**config.mk**
```make
export PLATFORM = sky130hd
export DESIGN_NAME = apc_converter_control
export DESIGN_NICKNAME = d
export VERILOG_FILES = /design/src/shared/apc_pkg.sv /design/src/design/apc_clock_gen.sv /design/src/design/apc_converter_control.sv /design/src/design/apc_sar.sv
export SDC_FILE = /design/constraint.sdc
export NUM_CORES = 1
export LEC_CHECK = 0
export BUFFER_PORTS_ARGS = -buffer_cell sky130_fd_sc_hd__buf_4
export CAP_MARGIN = 5
export CELL_PAD_IN_SITES_DETAIL_PLACEMENT = 1
export CELL_PAD_IN_SITES_GLOBAL_PLACEMENT = 2
export CORE_ASPECT_RATIO = 1.1
export CORE_MARGIN = 10
export CORE_UTILIZATION = 40
export DETAILED_ROUTE_END_ITERATION = 7
export PLACE_DENSITY = 0.95
export SLEW_MARGIN = 20
export SYNTH_ARGS = -nofsm -noshare
export SYNTH_HDL_FRONTEND = slang
export SYNTH_SLANG_ARGS = --single-unit
```
**constraint.sdc**
```tcl
create_clock -name clk -period 5.3 [get_ports clk]
set_input_delay 0.265 -clock clk [delete_from_list [all_inputs] [get_ports clk]]
set_output_delay 0.265 -clock clk [all_outputs]
set_load 0.005 [all_outputs]
```
**src/shared/apc_pkg.sv**
```systemverilog
// constants shared by the converter control block
package apc_pkg;
  // register offsets (byte address of each 8-bit register)
  localparam logic [3:0] OFS_STATUS_CONTROL  = 4'h0;
  localparam logic [3:0] OFS_COMPARE_CONTROL = 4'h1;
  localparam logic [3:0] OFS_RESULT_HIGH     = 4'h2;
  localparam logic [3:0] OFS_RESULT_LOW      = 4'h3;
  localparam logic [3:0] OFS_COMPARE_HIGH    = 4'h4;
  localparam logic [3:0] OFS_COMPARE_LOW     = 4'h5;
  localparam logic [3:0] OFS_CONFIG          = 4'h6;
  localparam logic [3:0] OFS_PIN_CTL_MID     = 4'h7;
  localparam logic [3:0] OFS_PIN_CTL_HIGH    = 4'h8;
  // field positions
  localparam int FLAG_BIT      = 7;
  localparam int IEN_BIT       = 6;
  localparam int CMP_EN_BIT    = 5;
  localparam int CMP_GE_BIT    = 4;
  localparam int CFG_DIV_LSB   = 5;
  localparam int CFG_MODE_LSB  = 2;
  localparam int CFG_ICLK_LSB  = 0;
  // disabled channel code and values after reset
  localparam logic [4:0] CHAN_DISABLED   = 5'h1f;
  localparam logic [4:0] CHAN_RESET      = 5'h1f;
  localparam logic [7:0] CFG_RESET       = 8'h00;
  localparam logic [7:0] PIN_CTL_RESET   = 8'h00;
  // mode, clock source and divide encodings
  localparam logic [1:0] MODE_8BIT  = 2'h0;
  localparam logic [1:0] MODE_12BIT = 2'h1;
  localparam logic [1:0] MODE_10BIT = 2'h2;
  localparam logic [1:0] ICLK_BUS      = 2'h0;
  localparam logic [1:0] ICLK_BUS_HALF = 2'h1;
  localparam logic [1:0] ICLK_ALT      = 2'h2;
  localparam logic [1:0] ICLK_ASYNC    = 2'h3;
  localparam logic [1:0] DIV_1 = 2'h0;
  localparam logic [1:0] DIV_8 = 2'h3;
  // timing
  localparam int CLK_PERIOD_NS       = 10;
  localparam int ASYNC_CLK_PERIOD_NS = 500;
  localparam int ASYNC_DIV_CYCLES    = ASYNC_CLK_PERIOD_NS / CLK_PERIOD_NS;
  localparam int SAMPLE_TICKS        = 4;
  localparam int SETTLE_CYCLES       = 3;
  localparam int RAW12_W             = 12;
  localparam int RAW9_W              = 9;
  localparam logic [3:0] MSB_INDEX       = 4'hb;
  localparam logic [3:0] LSB_INDEX_12    = 4'h0;
  localparam logic [3:0] LSB_INDEX_9     = 4'h3;
endpackage : apc_pkg

```
**src/design/apc_clock_gen.sv**
```systemverilog
// converter clock source select and divider, as a tick in the bus domain
`timescale 1ns/1ps
module apc_clock_gen
  import apc_pkg::*;
(
  input  wire logic       clk,
  input  wire logic       resetn,
  input  wire logic [1:0] inputClockSelect,
  input  wire logic [1:0] clockDivideField,
  input  wire logic       alternateClock,
  input  wire logic       asyncClockRun,
  output logic            converterTick
);
  logic [1:0] altSync;
  logic       altPrev;
  logic       halfToggle;
  logic [7:0] asyncCount;
  logic [2:0] divCount;
  logic       srcTick;
  logic [2:0] divLimit;
  logic       next_halfToggle;
  logic [7:0] next_asyncCount;
  logic [2:0] next_divCount;
  logic       next_converterTick;

  always_comb begin
    next_halfToggle = ~halfToggle;
    next_asyncCount = asyncCount;
    if (asyncClockRun) begin
      // internal oscillator keeps going in wait and stop3 when selected
      if (asyncCount == 8'(ASYNC_DIV_CYCLES - 1)) next_asyncCount = 8'h00;
      else next_asyncCount = asyncCount + 8'h01;
    end
    unique case (inputClockSelect)
      ICLK_BUS:      srcTick = 1'b1;
      ICLK_BUS_HALF: srcTick = halfToggle;
      ICLK_ALT:      srcTick = altSync[1] & ~altPrev;
      ICLK_ASYNC:    srcTick = asyncClockRun &&
                               asyncCount == 8'(ASYNC_DIV_CYCLES - 1);
    endcase
    divLimit = 3'((4'h1 << clockDivideField) - 4'h1);
    next_divCount = divCount;
    next_converterTick = 1'b0;
    if (srcTick) begin
      if (divCount >= divLimit) begin
        next_divCount = 3'h0;
        next_converterTick = 1'b1;
      end else begin
        next_divCount = divCount + 3'h1;
      end
    end
  end

  always_ff @(posedge clk or negedge resetn) begin
    if (!resetn) begin
      altSync       <= 2'h0;
      altPrev       <= 1'b0;
      halfToggle    <= 1'b0;
      asyncCount    <= 8'h00;
      divCount      <= 3'h0;
      converterTick <= 1'b0;
    end else begin
      altSync       <= {altSync[0], alternateClock};
      altPrev       <= altSync[1];
      halfToggle    <= next_halfToggle;
      asyncCount    <= next_asyncCount;
      divCount      <= next_divCount;
      converterTick <= next_converterTick;
    end
  end
endmodule : apc_clock_gen

```
**src/design/apc_converter_control.sv**
```systemverilog
// converter control top: registers, pins, clocking, result and flag
//
// Overview of operation
// - pin control mid register bits 7..0 steer channels 7..0.
// - pin control high register bits 7..0 steer channels 15..8.
// - bit 0 keeps port control of the pin, bit 1 removes it.
// - converter disabled during reset or when channel select is all ones.
// - after completion and before a new start, converter idles powered down.
// - 12-bit and 10-bit modes convert to a 12-bit raw value.
// - 8-bit mode converts to a 9-bit raw value.
// - 10-bit mode rounds to 10 bits across high and low result.
// - 8-bit mode rounds to 8 bits, stored only in low result.
// - storing a result sets complete flag; interrupt when enable is one.
// - compare enable gates result storage on compare, in every mode.
// - one of four sources is selected then divided into converter clock.
// - after reset the bus clock is the selected source.
// - bus clock over two source allows total division up to 16.
// - internal asynchronous clock runs through wait and stop3 when selected.
// - divider ratio is 1, 2, 4 or 8 from the divide field.
// - source codes: 00 bus, 01 bus over two, 10 alternate, 11 async.
// - divide codes: 00 by 1, 01 by 2, 10 by 4, 11 by 8.
// - mode codes: 00 8-bit, 01 12-bit, 10 10-bit, 11 reserved.
// - disabled pin: output high impedance, port reads zero, no pullup.
`timescale 1ns/1ps
module apc_converter_control
  import apc_pkg::*;
#(
  parameter int PIN_CH = 16
)(
  input  wire logic              clk,
  input  wire logic              resetn,
  input  wire logic [3:0]        busAddr,
  input  wire logic [7:0]        busWriteData,
  input  wire logic              busWrite,
  input  wire logic              busRead,
  output logic [7:0]             busReadData,
  input  wire logic              alternateClock,
  input  wire logic              waitMode,
  input  wire logic              stop3Mode,
  input  wire logic              comparatorHigh,
  input  wire logic [PIN_CH-1:0] portOutputEnable,
  input  wire logic [PIN_CH-1:0] portPullupEnable,
  input  wire logic [PIN_CH-1:0] padInput,
  output logic [PIN_CH-1:0]      padOutputEnable,
  output logic [PIN_CH-1:0]      padPullupEnable,
  output logic [PIN_CH-1:0]      portReadData,
  output logic [4:0]             sampleChannel,
  output logic [11:0]            trialCode,
  output logic                   converterActive,
  output logic                   converterEnabled,
  output logic                   asyncClockRun,
  output logic                   interruptRequest
);
  // register state
  logic                conversionCompleteFlag, completeInterruptEnable;
  logic                compareEnableBit, compareGreaterEqual;
  logic [7:0]          config_, compareHigh, compareLow;
  logic [3:0]          resultHigh;
  logic [7:0]          resultLow;
  logic [7:0]          analogPinControlMid, analogPinControlHigh;
  logic                next_conversionCompleteFlag;
  logic                next_completeInterruptEnable;
  logic                next_compareEnableBit, next_compareGreaterEqual;
  logic [7:0]          next_config, next_compareHigh, next_compareLow;
  logic [3:0]          next_resultHigh;
  logic [7:0]          next_resultLow;
  logic [7:0]          next_analogPinControlMid, next_analogPinControlHigh;
  logic [4:0]          next_sampleChannel;
  logic [7:0]          next_busReadData;
  logic [PIN_CH-1:0]   padSyncMeta, padSync, pinDisable;
  // converter datapath
  logic [1:0]          modeField, inputClockSelect, clockDivideField;
  logic                converterTick, sarBusy, sarDone;
  logic [11:0]         rawResult;
  logic                startConv, abortConv;
  logic                writeHit, readLowHit;
  logic [12:0]         roundTen;
  logic [9:0]          roundEight;
  logic [11:0]         shapedResult, shapedCompare;
  logic [3:0]          candHigh;
  logic [7:0]          candLow;
  logic                compareHit, storeResult;

  assign modeField        = config_[CFG_MODE_LSB +: 2];
  assign inputClockSelect = config_[CFG_ICLK_LSB +: 2];
  assign clockDivideField = config_[CFG_DIV_LSB +: 2];
  assign pinDisable = {analogPinControlHigh, analogPinControlMid};

  apc_clock_gen u_clock_gen (
    .clk              (clk),
    .resetn           (resetn),
    .inputClockSelect (inputClockSelect),
    .clockDivideField (clockDivideField),
    .alternateClock   (alternateClock),
    .asyncClockRun    (asyncClockRun),
    .converterTick    (converterTick)
  );

  apc_sar u_sar (
    .clk            (clk),
    .resetn         (resetn),
    .start          (startConv),
    .abort          (abortConv),
    .converterTick  (converterTick),
    .eightBitMode   (modeField == MODE_8BIT),
    .comparatorHigh (comparatorHigh),
    .busy           (sarBusy),
    .done           (sarDone),
    .rawResult      (rawResult),
    .trialCode      (trialCode)
  );

  // bus decode, start and abort
  always_comb begin
    writeHit   = busWrite;
    readLowHit = busRead && busAddr == OFS_RESULT_LOW;
    startConv  = busWrite && busAddr == OFS_STATUS_CONTROL &&
                 busWriteData[4:0] != CHAN_DISABLED;
    abortConv  = busWrite && (busAddr == OFS_STATUS_CONTROL ||
                 busAddr == OFS_COMPARE_CONTROL || busAddr == OFS_CONFIG ||
                 busAddr == OFS_COMPARE_HIGH || busAddr == OFS_COMPARE_LOW);
  end

  // rounding and compare of the finished conversion
  always_comb begin
    roundTen   = {1'b0, rawResult} + 13'h0002;
    roundEight = {1'b0, rawResult[11:3]} + 10'h001;
    candHigh   = resultHigh;
    candLow    = resultLow;
    unique case (modeField)
      MODE_12BIT: begin
        candHigh = rawResult[11:8];
        candLow  = rawResult[7:0];
      end
      MODE_10BIT: begin
        candHigh = roundTen[12] ? 4'h3 : {2'h0, roundTen[11:10]};
        candLow  = roundTen[12] ? 8'hff : roundTen[9:2];
      end
      MODE_8BIT: candLow = roundEight[9] ? 8'hff : roundEight[8:1];
      default: ;
    endcase
    shapedResult  = (modeField == MODE_8BIT) ? {4'h0, candLow}
                                             : {candHigh, candLow};
    unique case (modeField)
      MODE_8BIT:  shapedCompare = {4'h0, compareLow};
      MODE_10BIT: shapedCompare = {2'h0, compareHigh[1:0], compareLow};
      default:    shapedCompare = {compareHigh[3:0], compareLow};
    endcase
    compareHit  = compareGreaterEqual ? shapedResult >= shapedCompare
                                      : shapedResult <  shapedCompare;
    storeResult = sarDone && (!compareEnableBit || compareHit);
  end

  // register writes, result store and complete flag
  always_comb begin
    next_completeInterruptEnable = completeInterruptEnable;
    next_sampleChannel           = sampleChannel;
    next_compareEnableBit        = compareEnableBit;
    next_compareGreaterEqual     = compareGreaterEqual;
    next_config                  = config_;
    next_compareHigh             = compareHigh;
    next_compareLow              = compareLow;
    next_analogPinControlMid     = analogPinControlMid;
    next_analogPinControlHigh    = analogPinControlHigh;
    next_resultHigh              = resultHigh;
    next_resultLow               = resultLow;
    next_conversionCompleteFlag  = conversionCompleteFlag;
    if (writeHit) begin
      unique case (busAddr)
        OFS_STATUS_CONTROL: begin
          next_completeInterruptEnable = busWriteData[IEN_BIT];
          next_sampleChannel           = busWriteData[4:0];
          next_conversionCompleteFlag  = 1'b0;
        end
        OFS_COMPARE_CONTROL: begin
          next_compareEnableBit    = busWriteData[CMP_EN_BIT];
          next_compareGreaterEqual = busWriteData[CMP_GE_BIT];
        end
        OFS_CONFIG:       next_config = busWriteData;
        OFS_COMPARE_HIGH: next_compareHigh = busWriteData;
        OFS_COMPARE_LOW:  next_compareLow = busWriteData;
        OFS_PIN_CTL_MID:  next_analogPinControlMid = busWriteData;
        OFS_PIN_CTL_HIGH: next_analogPinControlHigh = busWriteData;
        default: ;
      endcase
    end
    if (readLowHit) next_conversionCompleteFlag = 1'b0;
    if (storeResult) begin
      next_resultHigh = candHigh;
      next_resultLow  = candLow;
      next_conversionCompleteFlag = 1'b1;
    end
  end

  // read data stands only in the cycle after the strobe
  always_comb begin
    next_busReadData = 8'h00;
    if (busRead) begin
      unique case (busAddr)
        OFS_STATUS_CONTROL: next_busReadData = {conversionCompleteFlag,
          completeInterruptEnable, 1'b0, sampleChannel};
        OFS_COMPARE_CONTROL: next_busReadData = {2'h0, compareEnableBit,
          compareGreaterEqual, 4'h0};
        OFS_RESULT_HIGH:  next_busReadData = {4'h0, resultHigh};
        OFS_RESULT_LOW:   next_busReadData = resultLow;
        OFS_COMPARE_HIGH: next_busReadData = compareHigh;
        OFS_COMPARE_LOW:  next_busReadData = compareLow;
        OFS_CONFIG:       next_busReadData = config_;
        OFS_PIN_CTL_MID:  next_busReadData = analogPinControlMid;
        OFS_PIN_CTL_HIGH: next_busReadData = analogPinControlHigh;
        default: ;
      endcase
    end
  end

  always_ff @(posedge clk or negedge resetn) begin
    if (!resetn) begin
      conversionCompleteFlag  <= 1'b0;
      completeInterruptEnable <= 1'b0;
      sampleChannel           <= CHAN_RESET;
      compareEnableBit        <= 1'b0;
      compareGreaterEqual     <= 1'b0;
      config_                 <= CFG_RESET;
      compareHigh             <= 8'h00;
      compareLow              <= 8'h00;
      resultHigh              <= 4'h0;
      resultLow               <= 8'h00;
      analogPinControlMid     <= PIN_CTL_RESET;
      analogPinControlHigh    <= PIN_CTL_RESET;
      busReadData             <= 8'h00;
      interruptRequest        <= 1'b0;
      converterEnabled        <= 1'b0;
      converterActive         <= 1'b0;
      asyncClockRun           <= 1'b0;
      padSyncMeta             <= '0;
      padSync                 <= '0;
      padOutputEnable         <= '0;
      padPullupEnable         <= '0;
      portReadData            <= '0;
    end else begin
      conversionCompleteFlag  <= next_conversionCompleteFlag;
      completeInterruptEnable <= next_completeInterruptEnable;
      sampleChannel           <= next_sampleChannel;
      compareEnableBit        <= next_compareEnableBit;
      compareGreaterEqual     <= next_compareGreaterEqual;
      config_                 <= next_config;
      compareHigh             <= next_compareHigh;
      compareLow              <= next_compareLow;
      resultHigh              <= next_resultHigh;
      resultLow               <= next_resultLow;
      analogPinControlMid     <= next_analogPinControlMid;
      analogPinControlHigh    <= next_analogPinControlHigh;
      busReadData             <= next_busReadData;
      interruptRequest        <= next_conversionCompleteFlag &&
                                 next_completeInterruptEnable;
      converterEnabled        <= next_sampleChannel != CHAN_DISABLED;
      converterActive         <= sarBusy;
      asyncClockRun           <= next_config[CFG_ICLK_LSB +: 2] ==
                                 ICLK_ASYNC &&
                                 (sarBusy || waitMode || stop3Mode);
      padSyncMeta             <= padInput;
      padSync                 <= padSyncMeta;
      padOutputEnable         <= portOutputEnable & ~pinDisable;
      padPullupEnable         <= portPullupEnable & ~pinDisable;
      portReadData            <= padSync & ~pinDisable;
    end
  end
endmodule : apc_converter_control

```
**src/design/apc_sar.sv**
```systemverilog
// successive approximation sequencer driving the trial code
`timescale 1ns/1ps
module apc_sar
  import apc_pkg::*;
(
  input  wire logic               clk,
  input  wire logic               resetn,
  input  wire logic               start,
  input  wire logic               abort,
  input  wire logic               converterTick,
  input  wire logic               eightBitMode,
  input  wire logic               comparatorHigh,
  output logic                    busy,
  output logic                    done,
  output logic [RAW12_W-1:0]      rawResult,
  output logic [RAW12_W-1:0]      trialCode
);
  typedef enum logic [1:0] {SAR_IDLE, SAR_SAMPLE, SAR_TRIAL, SAR_SETTLE}
    apc_sar_e;
  apc_sar_e             state, next_state;
  logic [3:0]           count, next_count;
  logic [3:0]           bitIndex, next_bitIndex;
  logic [RAW12_W-1:0]   next_rawResult, next_trialCode;
  logic                 next_done;
  logic [1:0]           compSync;

  always_comb begin
    next_state     = state;
    next_count     = count;
    next_bitIndex  = bitIndex;
    next_rawResult = rawResult;
    next_trialCode = trialCode;
    next_done      = 1'b0;
    unique case (state)
      SAR_IDLE: ;
      SAR_SAMPLE: if (converterTick) begin
        next_count = count + 4'h1;
        if (count == 4'(SAMPLE_TICKS - 1)) begin
          next_state    = SAR_TRIAL;
          next_bitIndex = MSB_INDEX;
        end
      end
      SAR_TRIAL: if (converterTick) begin
        next_trialCode = rawResult | (12'h001 << bitIndex);
        next_count     = 4'h0;
        next_state     = SAR_SETTLE;
      end
      SAR_SETTLE: begin
        next_count = count + 4'h1;
        if (count == 4'(SETTLE_CYCLES - 1)) begin
          // keep the trial bit only on the synced comparator
          if (compSync[1]) next_rawResult = trialCode;
          // 9-bit result in 8-bit mode, 12-bit otherwise
          if (bitIndex == (eightBitMode ? LSB_INDEX_9 : LSB_INDEX_12))
          begin
            next_state = SAR_IDLE;
            next_done  = 1'b1;
          end else begin
            next_bitIndex = bitIndex - 4'h1;
            next_state    = SAR_TRIAL;
          end
        end
      end
    endcase
    if (abort) begin
      next_state = SAR_IDLE;
      next_done  = 1'b0;
    end
    if (start) begin
      next_state     = SAR_SAMPLE;
      next_count     = 4'h0;
      next_rawResult = 12'h000;
      next_trialCode = 12'h000;
      next_done      = 1'b0;
    end
  end

  always_ff @(posedge clk or negedge resetn) begin
    if (!resetn) begin
      state     <= SAR_IDLE;
      count     <= 4'h0;
      bitIndex  <= 4'h0;
      rawResult <= 12'h000;
      trialCode <= 12'h000;
      done      <= 1'b0;
      busy      <= 1'b0;
      compSync  <= 2'h0;
    end else begin
      state     <= next_state;
      count     <= next_count;
      bitIndex  <= next_bitIndex;
      rawResult <= next_rawResult;
      trialCode <= next_trialCode;
      done      <= next_done;
      busy      <= next_state != SAR_IDLE;
      compSync  <= {compSync[0], comparatorHigh};
    end
  end
endmodule : apc_sar

```
; ---- Yosys cells after proc, flatten, opt, wreduce, memory -nomap -nowiden
; Cells that the tools add are included.
[totals]
output_inout_bits = 77
in_bits = 68
elab_cells = 178
reg_bits = 207
[op_classes]
addsub = 7
muxes = 55
n_eq_ne = 29
shifts = 2
n_reduce_logical = 37
n_bitwise = 8
n_lt_le_gt_ge = 3
[op_table]
columns = cell, n
row1 = 12-bit 2-to-1 mux, 8
row2 = 8-bit one-hot mux with 9 select lines, 1
row3 = 16-bit AND, 3
row4 = 8-bit 2-to-1 mux, 4
row5 = 4-bit 2-to-1 mux, 7
row6 = 12-bit one-hot mux with 2 select lines, 1
row7 = 8-bit one-hot mux with 3 select lines, 1
row8 = 2-bit 2-to-1 mux, 11
row9 = "4-bit by 2-bit equality test with 1-bit output, second input constant", 4
row10 = "4-bit by 3-bit equality test with 1-bit output, second input constant", 4
row11 = 16-bit NOT, 1
row12 = 4-bit one-hot mux with 2 select lines, 2
row13 = 1-bit 2-to-1 mux, 14
row14 = 2-bit AND reduction, 7
row15 = 2-bit nonzero test, 7
row16 = "12-bit by 2-bit adder with 13-bit output, second input constant", 1
row17 = "2-bit equality test, second input constant", 6
row18 = 12-bit >= comparator, 1
row19 = 12-bit less-than comparator, 1
row20 = 12-bit OR, 1
row21 = 4-bit one-hot mux with 3 select lines, 1
row22 = "1-bit by 4-bit << shifter with 12-bit output, first input constant", 1
row23 = "9-bit by 1-bit adder with 10-bit output, second input constant", 1
row24 = 5-bit 2-to-1 mux, 2
row25 = 29 further kinds, 51

; ---- Logic depth before layout (Yosys ltp)
; Gate-level depths: netlist of the first run.
[logic_depth]
ltp_word = 10
ltp_mapped = 15
depth_no_buf = 13

; ---- Hierarchy
; Synthesis of the first run repeated with hierarchy kept, for this count alone.
[hier_totals]
cells_unflattened = 795
hier_area_um2 = 9379.0
[modules_own_cells]
columns = mod, cells_each, n_inst, seq_area_each_um2, area_each_um2
row1 = apc_converter_control, 542, 1, 3834.9, 6688.9
row2 = apc_sar, 180, 1, 950.9, 1858.0
row3 = apc_clock_gen, 73, 1, 400.4, 832.0

; ---- Worst setup path after synthesis of the first run
; OpenSTA, ideal clock, no wires.
[synth_timing]
path_kind = register to register
start = reg u_sar.rawResult[1]
end = reg resultHigh[0]
setup_slack_ps = 2139
stages_incl_launch_ff = 14
synth_period_minus_slack_ps = 3161
n_path_buf = 1
required_time_ps = 5175
arrival_ps = 3036
setup_ps = 125
cell_sequence = dfrtp_1 -> ha_1 -> and3_1 -> a31o_2 -> o211ai_1 -> a31oi_1 -> nor2b_1 -> ha_1 -> and4_1 -> a221oi_1 -> a211o_1 -> and3_4 -> buf_6 -> mux2_4
[synth_via]
elab_chain_cells = 8
elab_cells_between_ends = 11
cone_classes = add/sub: 1 / order compare: 2 / mux: 6 / reduce/logical: 2
[synth_rtl]
columns = element, line
row1 = start: declaration, apc_sar.sv:15  ; output logic [RAW12_W-1:0] rawResult,
row2 = start signal: assignment, apc_sar.sv:92  ; rawResult <= next_rawResult;
row3 = 12-bit by 2-bit adder with 13-bit output, apc_converter_control.sv:126  ; roundTen = {1'b0, rawResult} + 13'h0002;
row4 = 8-bit 2-to-1 mux / 2-bit 2-to-1 mux (equally long branches), "apc_converter_control.sv:137, apc_converter_control.sv:136"
row5 = 8-bit one-hot mux with 3 select lines / 4-bit one-hot mux with 2 select lines (equally long branches), apc_converter_control.sv:130  ; unique case (modeField)
row6 = 12-bit 2-to-1 mux, apc_converter_control.sv:142  ; shapedResult = (modeField == MODE_8BIT) ? {4'h0, candLow}
row7 = 12-bit less-than comparator / 12-bit >= comparator (equally long branches), "apc_converter_control.sv:150, apc_converter_control.sv:149"
row8 = 1-bit 2-to-1 mux, apc_converter_control.sv:149  ; compareHit = compareGreaterEqual ? shapedResult >= shapedCompare
row9 = 1-bit logical OR, apc_converter_control.sv:151  ; storeResult = sarDone && (!compareEnableBit || compareHit);
row10 = 1-bit logical AND, apc_converter_control.sv:151
row11 = end signal: assignment, apc_converter_control.sv:249  ; resultHigh <= next_resultHigh;
row12 = end: declaration, apc_converter_control.sv:58  ; logic [3:0] resultHigh;
; Parallel ways exist; a longest one is shown, timed or not.
; A chain may end at the register's enable or synchronous reset.

; ---- Final worst setup path of the first run
[layout_timing]
start = reg u_sar.rawResult[4]
end = reg resultLow[7]
[layout_via]
elab_chain_cells = 8
elab_cells_between_ends = 13
cone_classes = add/sub: 2 / order compare: 2 / mux: 7 / reduce/logical: 2
[layout_rtl]
columns = element, line
row1 = 12-bit by 2-bit adder with 13-bit output / 9-bit by 1-bit adder with 10-bit output (equally long branches), "apc_converter_control.sv:126, apc_converter_control.sv:127"
row2 = 8-bit 2-to-1 mux (on tied branches), "apc_converter_control.sv:137, apc_converter_control.sv:139"
row3 = 8-bit one-hot mux with 3 select lines *, apc_converter_control.sv:130
row4 = via candLow[7], apc_converter_control.sv:81  ; logic [7:0] candLow;
row5 = 12-bit 2-to-1 mux, apc_converter_control.sv:142
row6 = 12-bit less-than comparator / 12-bit >= comparator (equally long branches), "apc_converter_control.sv:150, apc_converter_control.sv:149"
row7 = 1-bit 2-to-1 mux, apc_converter_control.sv:149
row8 = 1-bit logical OR, apc_converter_control.sv:151
row9 = 1-bit logical AND, apc_converter_control.sv:151
row10 = end signal: assignment, apc_converter_control.sv:250  ; resultLow <= next_resultLow;
row11 = end: declaration, apc_converter_control.sv:59  ; logic [7:0] resultLow;
; The timed path passes the listed nets; every way through them passes the cells marked *.

==> results.json, run 1 <==
{
  "slew_headroom": 0.337,
  "drive_gt1_frac": 0.262,
  "firstDrtPassIters": 5,
  "placedCellCount": 1215,
  "overflow": 0,
  "clockBufferDepth": 3,
  "ios": 145,
  "hpwl_um": 19800,
  "wl_um": 28200,
  "period_needed_ns": 3.75,
  "die_height_um": 180,
  "ys_types": 63,
  "nFillCells": 2430,
  "crit_type": "flop to flop",
  "postCtsSetupBuffers": 0,
  "fin_cells": 1297,
  "vias": 7026,
  "status": "complete, but fails checks",
  "synth_top_cell_area_share": 0.546,
  "num_rows": 58,
  "p_leak_uw": 0.00540,
  "synthTopCellsByArea": "dfrtp_1 55%, mux2_2 6.1%, ha_1 4.7%",
  "final_nets": 1083,
  "rsz0062_at_grt": "no",
  "syn_inst": 806,
  "start_util": 0.405,
  "ys_top_cells_by_count": "202 x dfrtp_1, 61 x nor2b_1, 59 x nand2_1",
  "yosysTopAreaCell": "dfrtp_1",
  "hold_slack_ns": -0.00846,
  "critPathSlowestCell": "dfrtp_1",
  "critPathLaunchType": "flop",
  "path_max_fanout": 12,
  "worstSkewPairLatency_ns": 0.53,
  "cts_tree": "done",
  "yosys_register_bits": 207,
  "ctsHtreeMaxLevel": 1,
  "antenna_found_initial": 0,
  "period_share": 0.707,
  "synth_most_common_cell": "dfrtp_1",
  "grt_pass1_wl_um": 44800,
  "gp_congestion": 0.887,
  "drtIter0Drc": 466,
  "via_per_inst": 5.42,
  "dieWidth_um": 165,
  "antenna_left": 0,
  "core_area_mm2": 0.0229,
  "finalSetupTns_ns": 0,
  "clk_pin_slew_ns": 0.06,
  "critPathMaxStageDelay_ns": 0.51,
  "hold_path_class": "input pin to flop",
  "grt_pass1_vias": 7737,
  "worst_slack_ns": 1.55,
  "diodes": 0,
  "numCtsBuffers": 23,
  "ir_drop_mv": 0.227,
  "synth_edf_count": 0,
  "final-hold-violation-count": 1,
  "drcViolationCount": 0,
  "skew_ns": 0.0210,
  "synth_fp_nets": 909,
  "syn2layout_area_growth_pct": 27.3,
  "wire_per_inst_um": 21.8,
  "critPathCaptureType": "flop",
  "fmax_ghz": 0.267,
  "crit_arrival_ns": 4.15,
  "tightest_slew_ns": 0.994,
  "setup_viol": 0,
  "violations": "hold timing",
  "required_ns": 5.70,
  "dp_worst_setup_slack_ns": 1.60,
  "max_cap_violations": 0,
  "cts_sinks": 207,
  "power_density_mw_per_mm2": 455,
  "portBuffers": 144,
  "grt_max_degree": 134,
  "final_max_slew_viol_count": 0,
  "synthesis.area_mm2": 0.00926,
  "yosysWarnings": 0,
  "path_cells": "ha_1 > and3_1 > nand2b_1 > xnor2_1 > a221oi_1 > a31oi_1 > ha_1 > a21oi_1 > o21ai_0 > a221oi_1 > a211o_1 > and3_4 > mux2_2",
  "die_area_mm2": 0.0296,
  "synth_ff_type": "dfrtp_1",
  "postSynth.asyncResetShare": 1.00,
  "cts_root_buffer": "clkbuf_16",
  "grt_usage": 0.188,
  "synth-seq-area-share": 0.560,
  "avgSynthCellArea_um2": 11.5
}
## cell usage in the layout (no fill, tap or decap), drive strengths merged, types with 4 or more instances in the layout
master	instances
a21oi	52
nor2	53
a22oi	12
a32oi	6
a211oi	15
clkbuf	35
o21ai	16
xor2	8
nand3	19
mux2i	9
buf	146
or2	5
nor3	11
xnor2	9
a221oi	4
dlygate4sd3	40
dfrtp	202
nand2b	9
nor2b	61
and3	16
nand2	59
a31oi	6
ha	35
mux2	58
and2	5
o211ai	6
inv	33
a22o	6
dfstp	5
nand4	10
## logic make-up (layout without fill, tap and decap cells)
family,Yosys count,after routing,share of synthesized area
XOR/XNOR,17,17,0.0161
AO/OA/AOI/OAI,151,151,0.109
multiplexers,70,70,0.0908
AND/OR/NAND/NOR,258,258,0.144
adder cells (fa/ha/maj),35,35,0.0473
buffers and inverters,68,259,0.0320
flip-flops,207,207,0.560
## worst max-delay path, delay by kind of cell (launching register included)
family | cells | cell delay [ns]
xor gates and xnor gates | 1 | 0.13
DFF | 1 | 0.51
and+or+nand+nor | 3 | 0.70
adders and majority gates | 2 | 0.66
AOI/OAI and AO/OA | 6 | 1.27
muxes | 1 | 0.37
## state kept, by name, indices dropped and copies added, names as in the netlist, 3 cells and up
| signal | count |
|---|---|
| u_clock_gen.asyncCount | 8 |
| padPullupEnable | 16 |
| resultLow | 8 |
| u_sar.count | 4 |
| u_sar.rawResult | 12 |
| sampleChannel | 5 |
| busReadData | 8 |
| padSync | 16 |
| compareLow | 8 |
| resultHigh | 4 |
| compareHigh | 8 |
| u_clock_gen.divCount | 3 |
| u_sar.trialCode | 12 |
| u_sar.bitIndex | 4 |
| padSyncMeta | 16 |
| analogPinControlHigh | 8 |
| config_ | 8 |
| portReadData | 16 |
| analogPinControlMid | 8 |
| padOutputEnable | 16 |
## where the power goes
| part | switching (uW) | internal, uW |
|---|---|---|
| logic | 725 | 681 |
| registers | 357 | 1900 |
| clock network | 663 | 1040 |
## through the flow
step	utilization	instance area, um^2	power, uW	hold WS [ns]
finish	0.515	11800	5360	-0.00846
global route	0.515	11800	5690	0.00293
CTS	0.515	11800	5400	0.000473
detailed placement	0.462	10600	3640	0.336
global placement	0.462	10600	3560	0.332
floorplan	-	9260	3040	-0.0306
## final timing paths
kind,start,end,slack [ns],cells past startpoint
max in group asynchronous,resetn,padSyncMeta[12],3.68,3
max,u_sar.rawResult[4],resultLow[7],1.55,13
min reg2reg,padSyncMeta[13],padSync[13],0.35,0
min,portOutputEnable[15],padOutputEnable[15],-0.008,2
max reg2reg,u_sar.rawResult[4],resultLow[7],1.55,13
min in group asynchronous,resetn,padOutputEnable[11],0.46,2
## final cells by class
cell class	instances	area, um^2	share of cell area
Timing Repair Buffer	186	1500	0.128
Inverter	31	116	0.00988
Tap cell	300	375	0.0319
Multi-Input combinational cell	531	3790	0.322
Clock buffer	35	681	0.0578
Sequential cell	207	5190	0.440
Clock inverter	7	131	0.0112
## layer usage
| metal | wire (um) | vias to the layer above | track usage | part of all wire |
|---|---|---|---|---|
| met5 | 0 | - | 0 | 0 |
| met4 | 646 | 0 | 0.0489 | 0.023 |
| met3 | 1510 | 47 | 0.0320 | 0.053 |
| met2 | 14600 | 192 | 0.329 | 0.52 |
| met1 | 11500 | 3601 | 0.231 | 0.41 |
| li1 | - | 3186 | - | - |
## repair_timing
| action | CTS | global route |
|---|---|---|
| hold buffers | 40 | 0 |
| hold endpoints to repair | 117 | 0 |
| resized for setup | 0 | 0 |
| endpoints found under the setup margin | 0 | 0 |
Power figures use the tool's default switching activity.
==> run 2, diff against run 1 <==
--- a/config.mk
+++ b/config.mk
@@ -5,15 +5,16 @@
 export SDC_FILE = /design/constraint.sdc
 export NUM_CORES = 1
 export LEC_CHECK = 0
+export ABC_AREA = 1
 export BUFFER_PORTS_ARGS = -buffer_cell sky130_fd_sc_hd__buf_4
 export CAP_MARGIN = 5
 export CELL_PAD_IN_SITES_DETAIL_PLACEMENT = 1
 export CELL_PAD_IN_SITES_GLOBAL_PLACEMENT = 2
 export CORE_ASPECT_RATIO = 1.1
 export CORE_MARGIN = 10
-export CORE_UTILIZATION = 40
+export CORE_UTILIZATION = 31
 export DETAILED_ROUTE_END_ITERATION = 7
-export PLACE_DENSITY = 0.95
+export PLACE_DENSITY = 0.87
 export SLEW_MARGIN = 20
 export SYNTH_ARGS = -nofsm -noshare
 export SYNTH_HDL_FRONTEND = slang
==> constraint.sdc (replaced) <==
create_clock -name clk -period 3 [get_ports clk]
set_input_delay 0.15 -clock clk [delete_from_list [all_inputs] [get_ports clk]]
set_output_delay 0.15 -clock clk [all_outputs]
set_load 0.005 [all_outputs]
==> results.json, run 2 <==
{
  "status": "complete, no violations",
  "final_max_slew_viol_count": 0,
  "ctsHtreeMaxLevel": 1,
  "syn2layout_area_growth_pct": 35.1,
  "postSynth.asyncResetShare": 1.00,
  "path_max_fanout": 8,
  "yosys.area_share.simple": 0.213,
  "ys_types": 45,
  "die_height_um": 202,
  "firstDrtPassIters": 4,
  "synth_edf_count": 0,
  "vias": 8088,
  "syn_inst": 1061,
  "die_area_mm2": 0.0376,
  "num_rows": 66,
  "ys_top_cells_by_count": "230 x nand2_1, 202 x dfrtp_1, 157 x inv_1",
  "hold_path_class": "input pin to flop",
  "synth_most_common_cell": "nand2_1",
  "synth-seq-area-share": 0.554,
  "power_density_mw_per_mm2": 762,
  "dieWidth_um": 186,
  "power.switching_uw": 3220,
  "fin_util": 0.426,
  "synth_compound_area_frac": 0.0979,
  "synth_top_family_by_area": "simple AND/OR/NAND/NOR gates",
  "final-hold-violation-count": 0,
  "overflow": 0,
  "worstSkewPairLatency_ns": 0.52,
  "numCtsBuffers": 24,
  "synthesis.area_mm2": 0.00937,
  "required_ns": 3.41,
  "ir_drop_mv": 0.437,
  "path_cells": "buf_6 > nand2_4 > nor2_4 > buf_6 > nand3_4 > nand3_2 > nand2_1 > nand3_2 > nand2_1 > inv_1 > ha_1 > nand2_2 > inv_1 > nand2_1 > nand2_1 > nand2_1 > nand3_1 > nand2_2 > nand3_4 > buf_6 > nand4_1 > nand2_1",
  "ios": 145,
  "drtIter0Drc": 416,
  "synth_ff_type": "dfrtp_1",
  "yosys_register_bits": 207,
  "setup_viol": 0,
  "max_cap_violations": 0,
  "final_nets": 1389,
  "tightest_slew_ns": 0.968,
  "wire_per_inst_um": 18.2,
  "core_area_mm2": 0.0297,
  "yosysTopAreaCell": "dfrtp_1",
  "cts_tree": "done",
  "critPathCaptureType": "flop",
  "antenna_found_initial": 2,
  "crit_arrival_ns": 3.29,
  "pwr-share-clk": 0.321,
  "total_power_uw": 9650,
  "clk_pin_slew_ns": 0.06,
  "synthTopCellsByArea": "dfrtp_1 54%, nand2_1 9.2%, inv_1 6.3%",
  "wl_um": 30500,
  "synth_fp_nets": 1164,
  "multi_input_area_mm2": 0.00365,
  "regArea_mm2": 0.00520,
  "drive_gt1_frac": 0.219,
  "cts_sinks": 207,
  "critPathLaunchType": "flop",
  "layout_common_cells": "224 x nand2_1, 193 x dfrtp_1, 156 x buf_4, 153 x inv_1, 96 x nor2_1",
  "period_share": 0.961,
  "final_common_cell": "nand2_1",
  "swShare": 0.334,
  "p_leak_uw": 0.00632,
  "cpMostUsedCell": "nand2_1",
  "synth_top_cell_area_share": 0.540,
  "portBuffers": 144,
  "via_per_inst": 4.81,
  "yosysWarnings": 0,
  "grt_pass1_vias": 8833,
  "gp_congestion": 0.886,
  "synth_xor_area_frac": 0.00842,
  "grt_max_degree": 96,
  "cts_root_buffer": "clkbuf_16",
  "grt_usage": 0.160,
  "nFillCells": 3460,
  "synthMuxAreaShare": 0,
  "drcViolationCount": 0,
  "critPathMaxStageDelay_ns": 0.40,
  "hpwl_um": 21500,
  "clockBufferDepth": 3,
  "hold_slack_ns": 0.0386,
  "critPathSlowestCell": "dfrtp_1",
  "skew_ns": 0.0113,
  "finalSetupTns_ns": 0,
  "power_frac_comb": 0.285,
  "avgSynthCellArea_um2": 8.83,
  "slew_headroom": 0.352,
  "pwr-share-seq": 0.394,
  "intPower_uw": 6420,
  "antenna_left": 0,
  "grt_pass1_wl_um": 48100,
  "synth-adder-area-share": 0.0468,
  "start_util": 0.315,
  "period_needed_ns": 2.88,
  "fmax_ghz": 0.347,
  "crit_type": "flop to flop"
}
run 2: final timing paths:
path	start	end	slack, ns	cells after the start
min reg2reg	padSyncMeta[7]	padSync[7]	0.34	0
max in group asynchronous	resetn	padPullupEnable[0]	2.03	3
min in group asynchronous	resetn	u_clock_gen.converterTick	0.11	2
max	u_sar.rawResult[4]	resultLow[0]	0.12	22
min	busRead	busReadData[2]	0.04	3
max reg2reg	u_sar.rawResult[4]	resultLow[0]	0.12	22
run 2: what timing repair did:
item,4_1_cts,5_1_grt
hold buffers,60,0
hold endpoints to repair,105,0
pin swaps,0,10
setup endpoints to repair,13,14
gates cloned,0,2
gates resized for setup,8,65
setup buffers,0,8
run 2: power groups by stage:
stage          clock, uW  combinational, uW  sequential [uW]
2_1_floorplan          0               1510             3680
3_3_place_gp           0               2400             3800
3_5_place_dp           0               2480             3830
4_1_cts             3170               2570             3790
5_1_grt             3290               3130             3880
6_report            3090               2750             3800
run 2: layout make-up:
cell class | instances | share of cell area
sequential | 207 | 0.411
multi-input combinational | 664 | 0.289
timing repair buffer | 224 | 0.148
clock buffer | 35 | 0.0531
inverter | 165 | 0.0493
tap | 374 | 0.0370
clock inverter | 9 | 0.0127
antenna | 3 | 0.000593
run 2: cells by family after synthesis:
kind of cell,Yosys count
and+or+nand+nor,459
DFF,207
buffers and inverters,191
AOI/OAI and AO/OA,160
adders and majority gates,35
xor gates and xnor gates,9
run 2: metal layers:
layer	track usage	routed length [um]
met5	0	0
met4	0.0392	656
met3	0.0353	1450
met2	0.289	16100
met1	0.185	12300
run 2: stage by stage:
stage | std cells | worst slack, ns | instance area, um^2
final | 1681 | 0.117 | 12700
after CTS | 1668 | 0.0124 | 12300
after global placement | 1564 | 0.0544 | 10900
after global routing | 1680 | -0.0812 | 12700
after floorplan | 1061 | 0.261 | 9370
after detailed placement | 1564 | -0.0335 | 10900
run 2: worst max-delay path: cells and delay by family, from the launching register on:
family / cells / cell delay (ns)
and+or+nand+nor: 16 / 1.56
buffers and inverters: 5 / 0.56
DFF: 1 / 0.40
adders and majority gates: 1 / 0.24
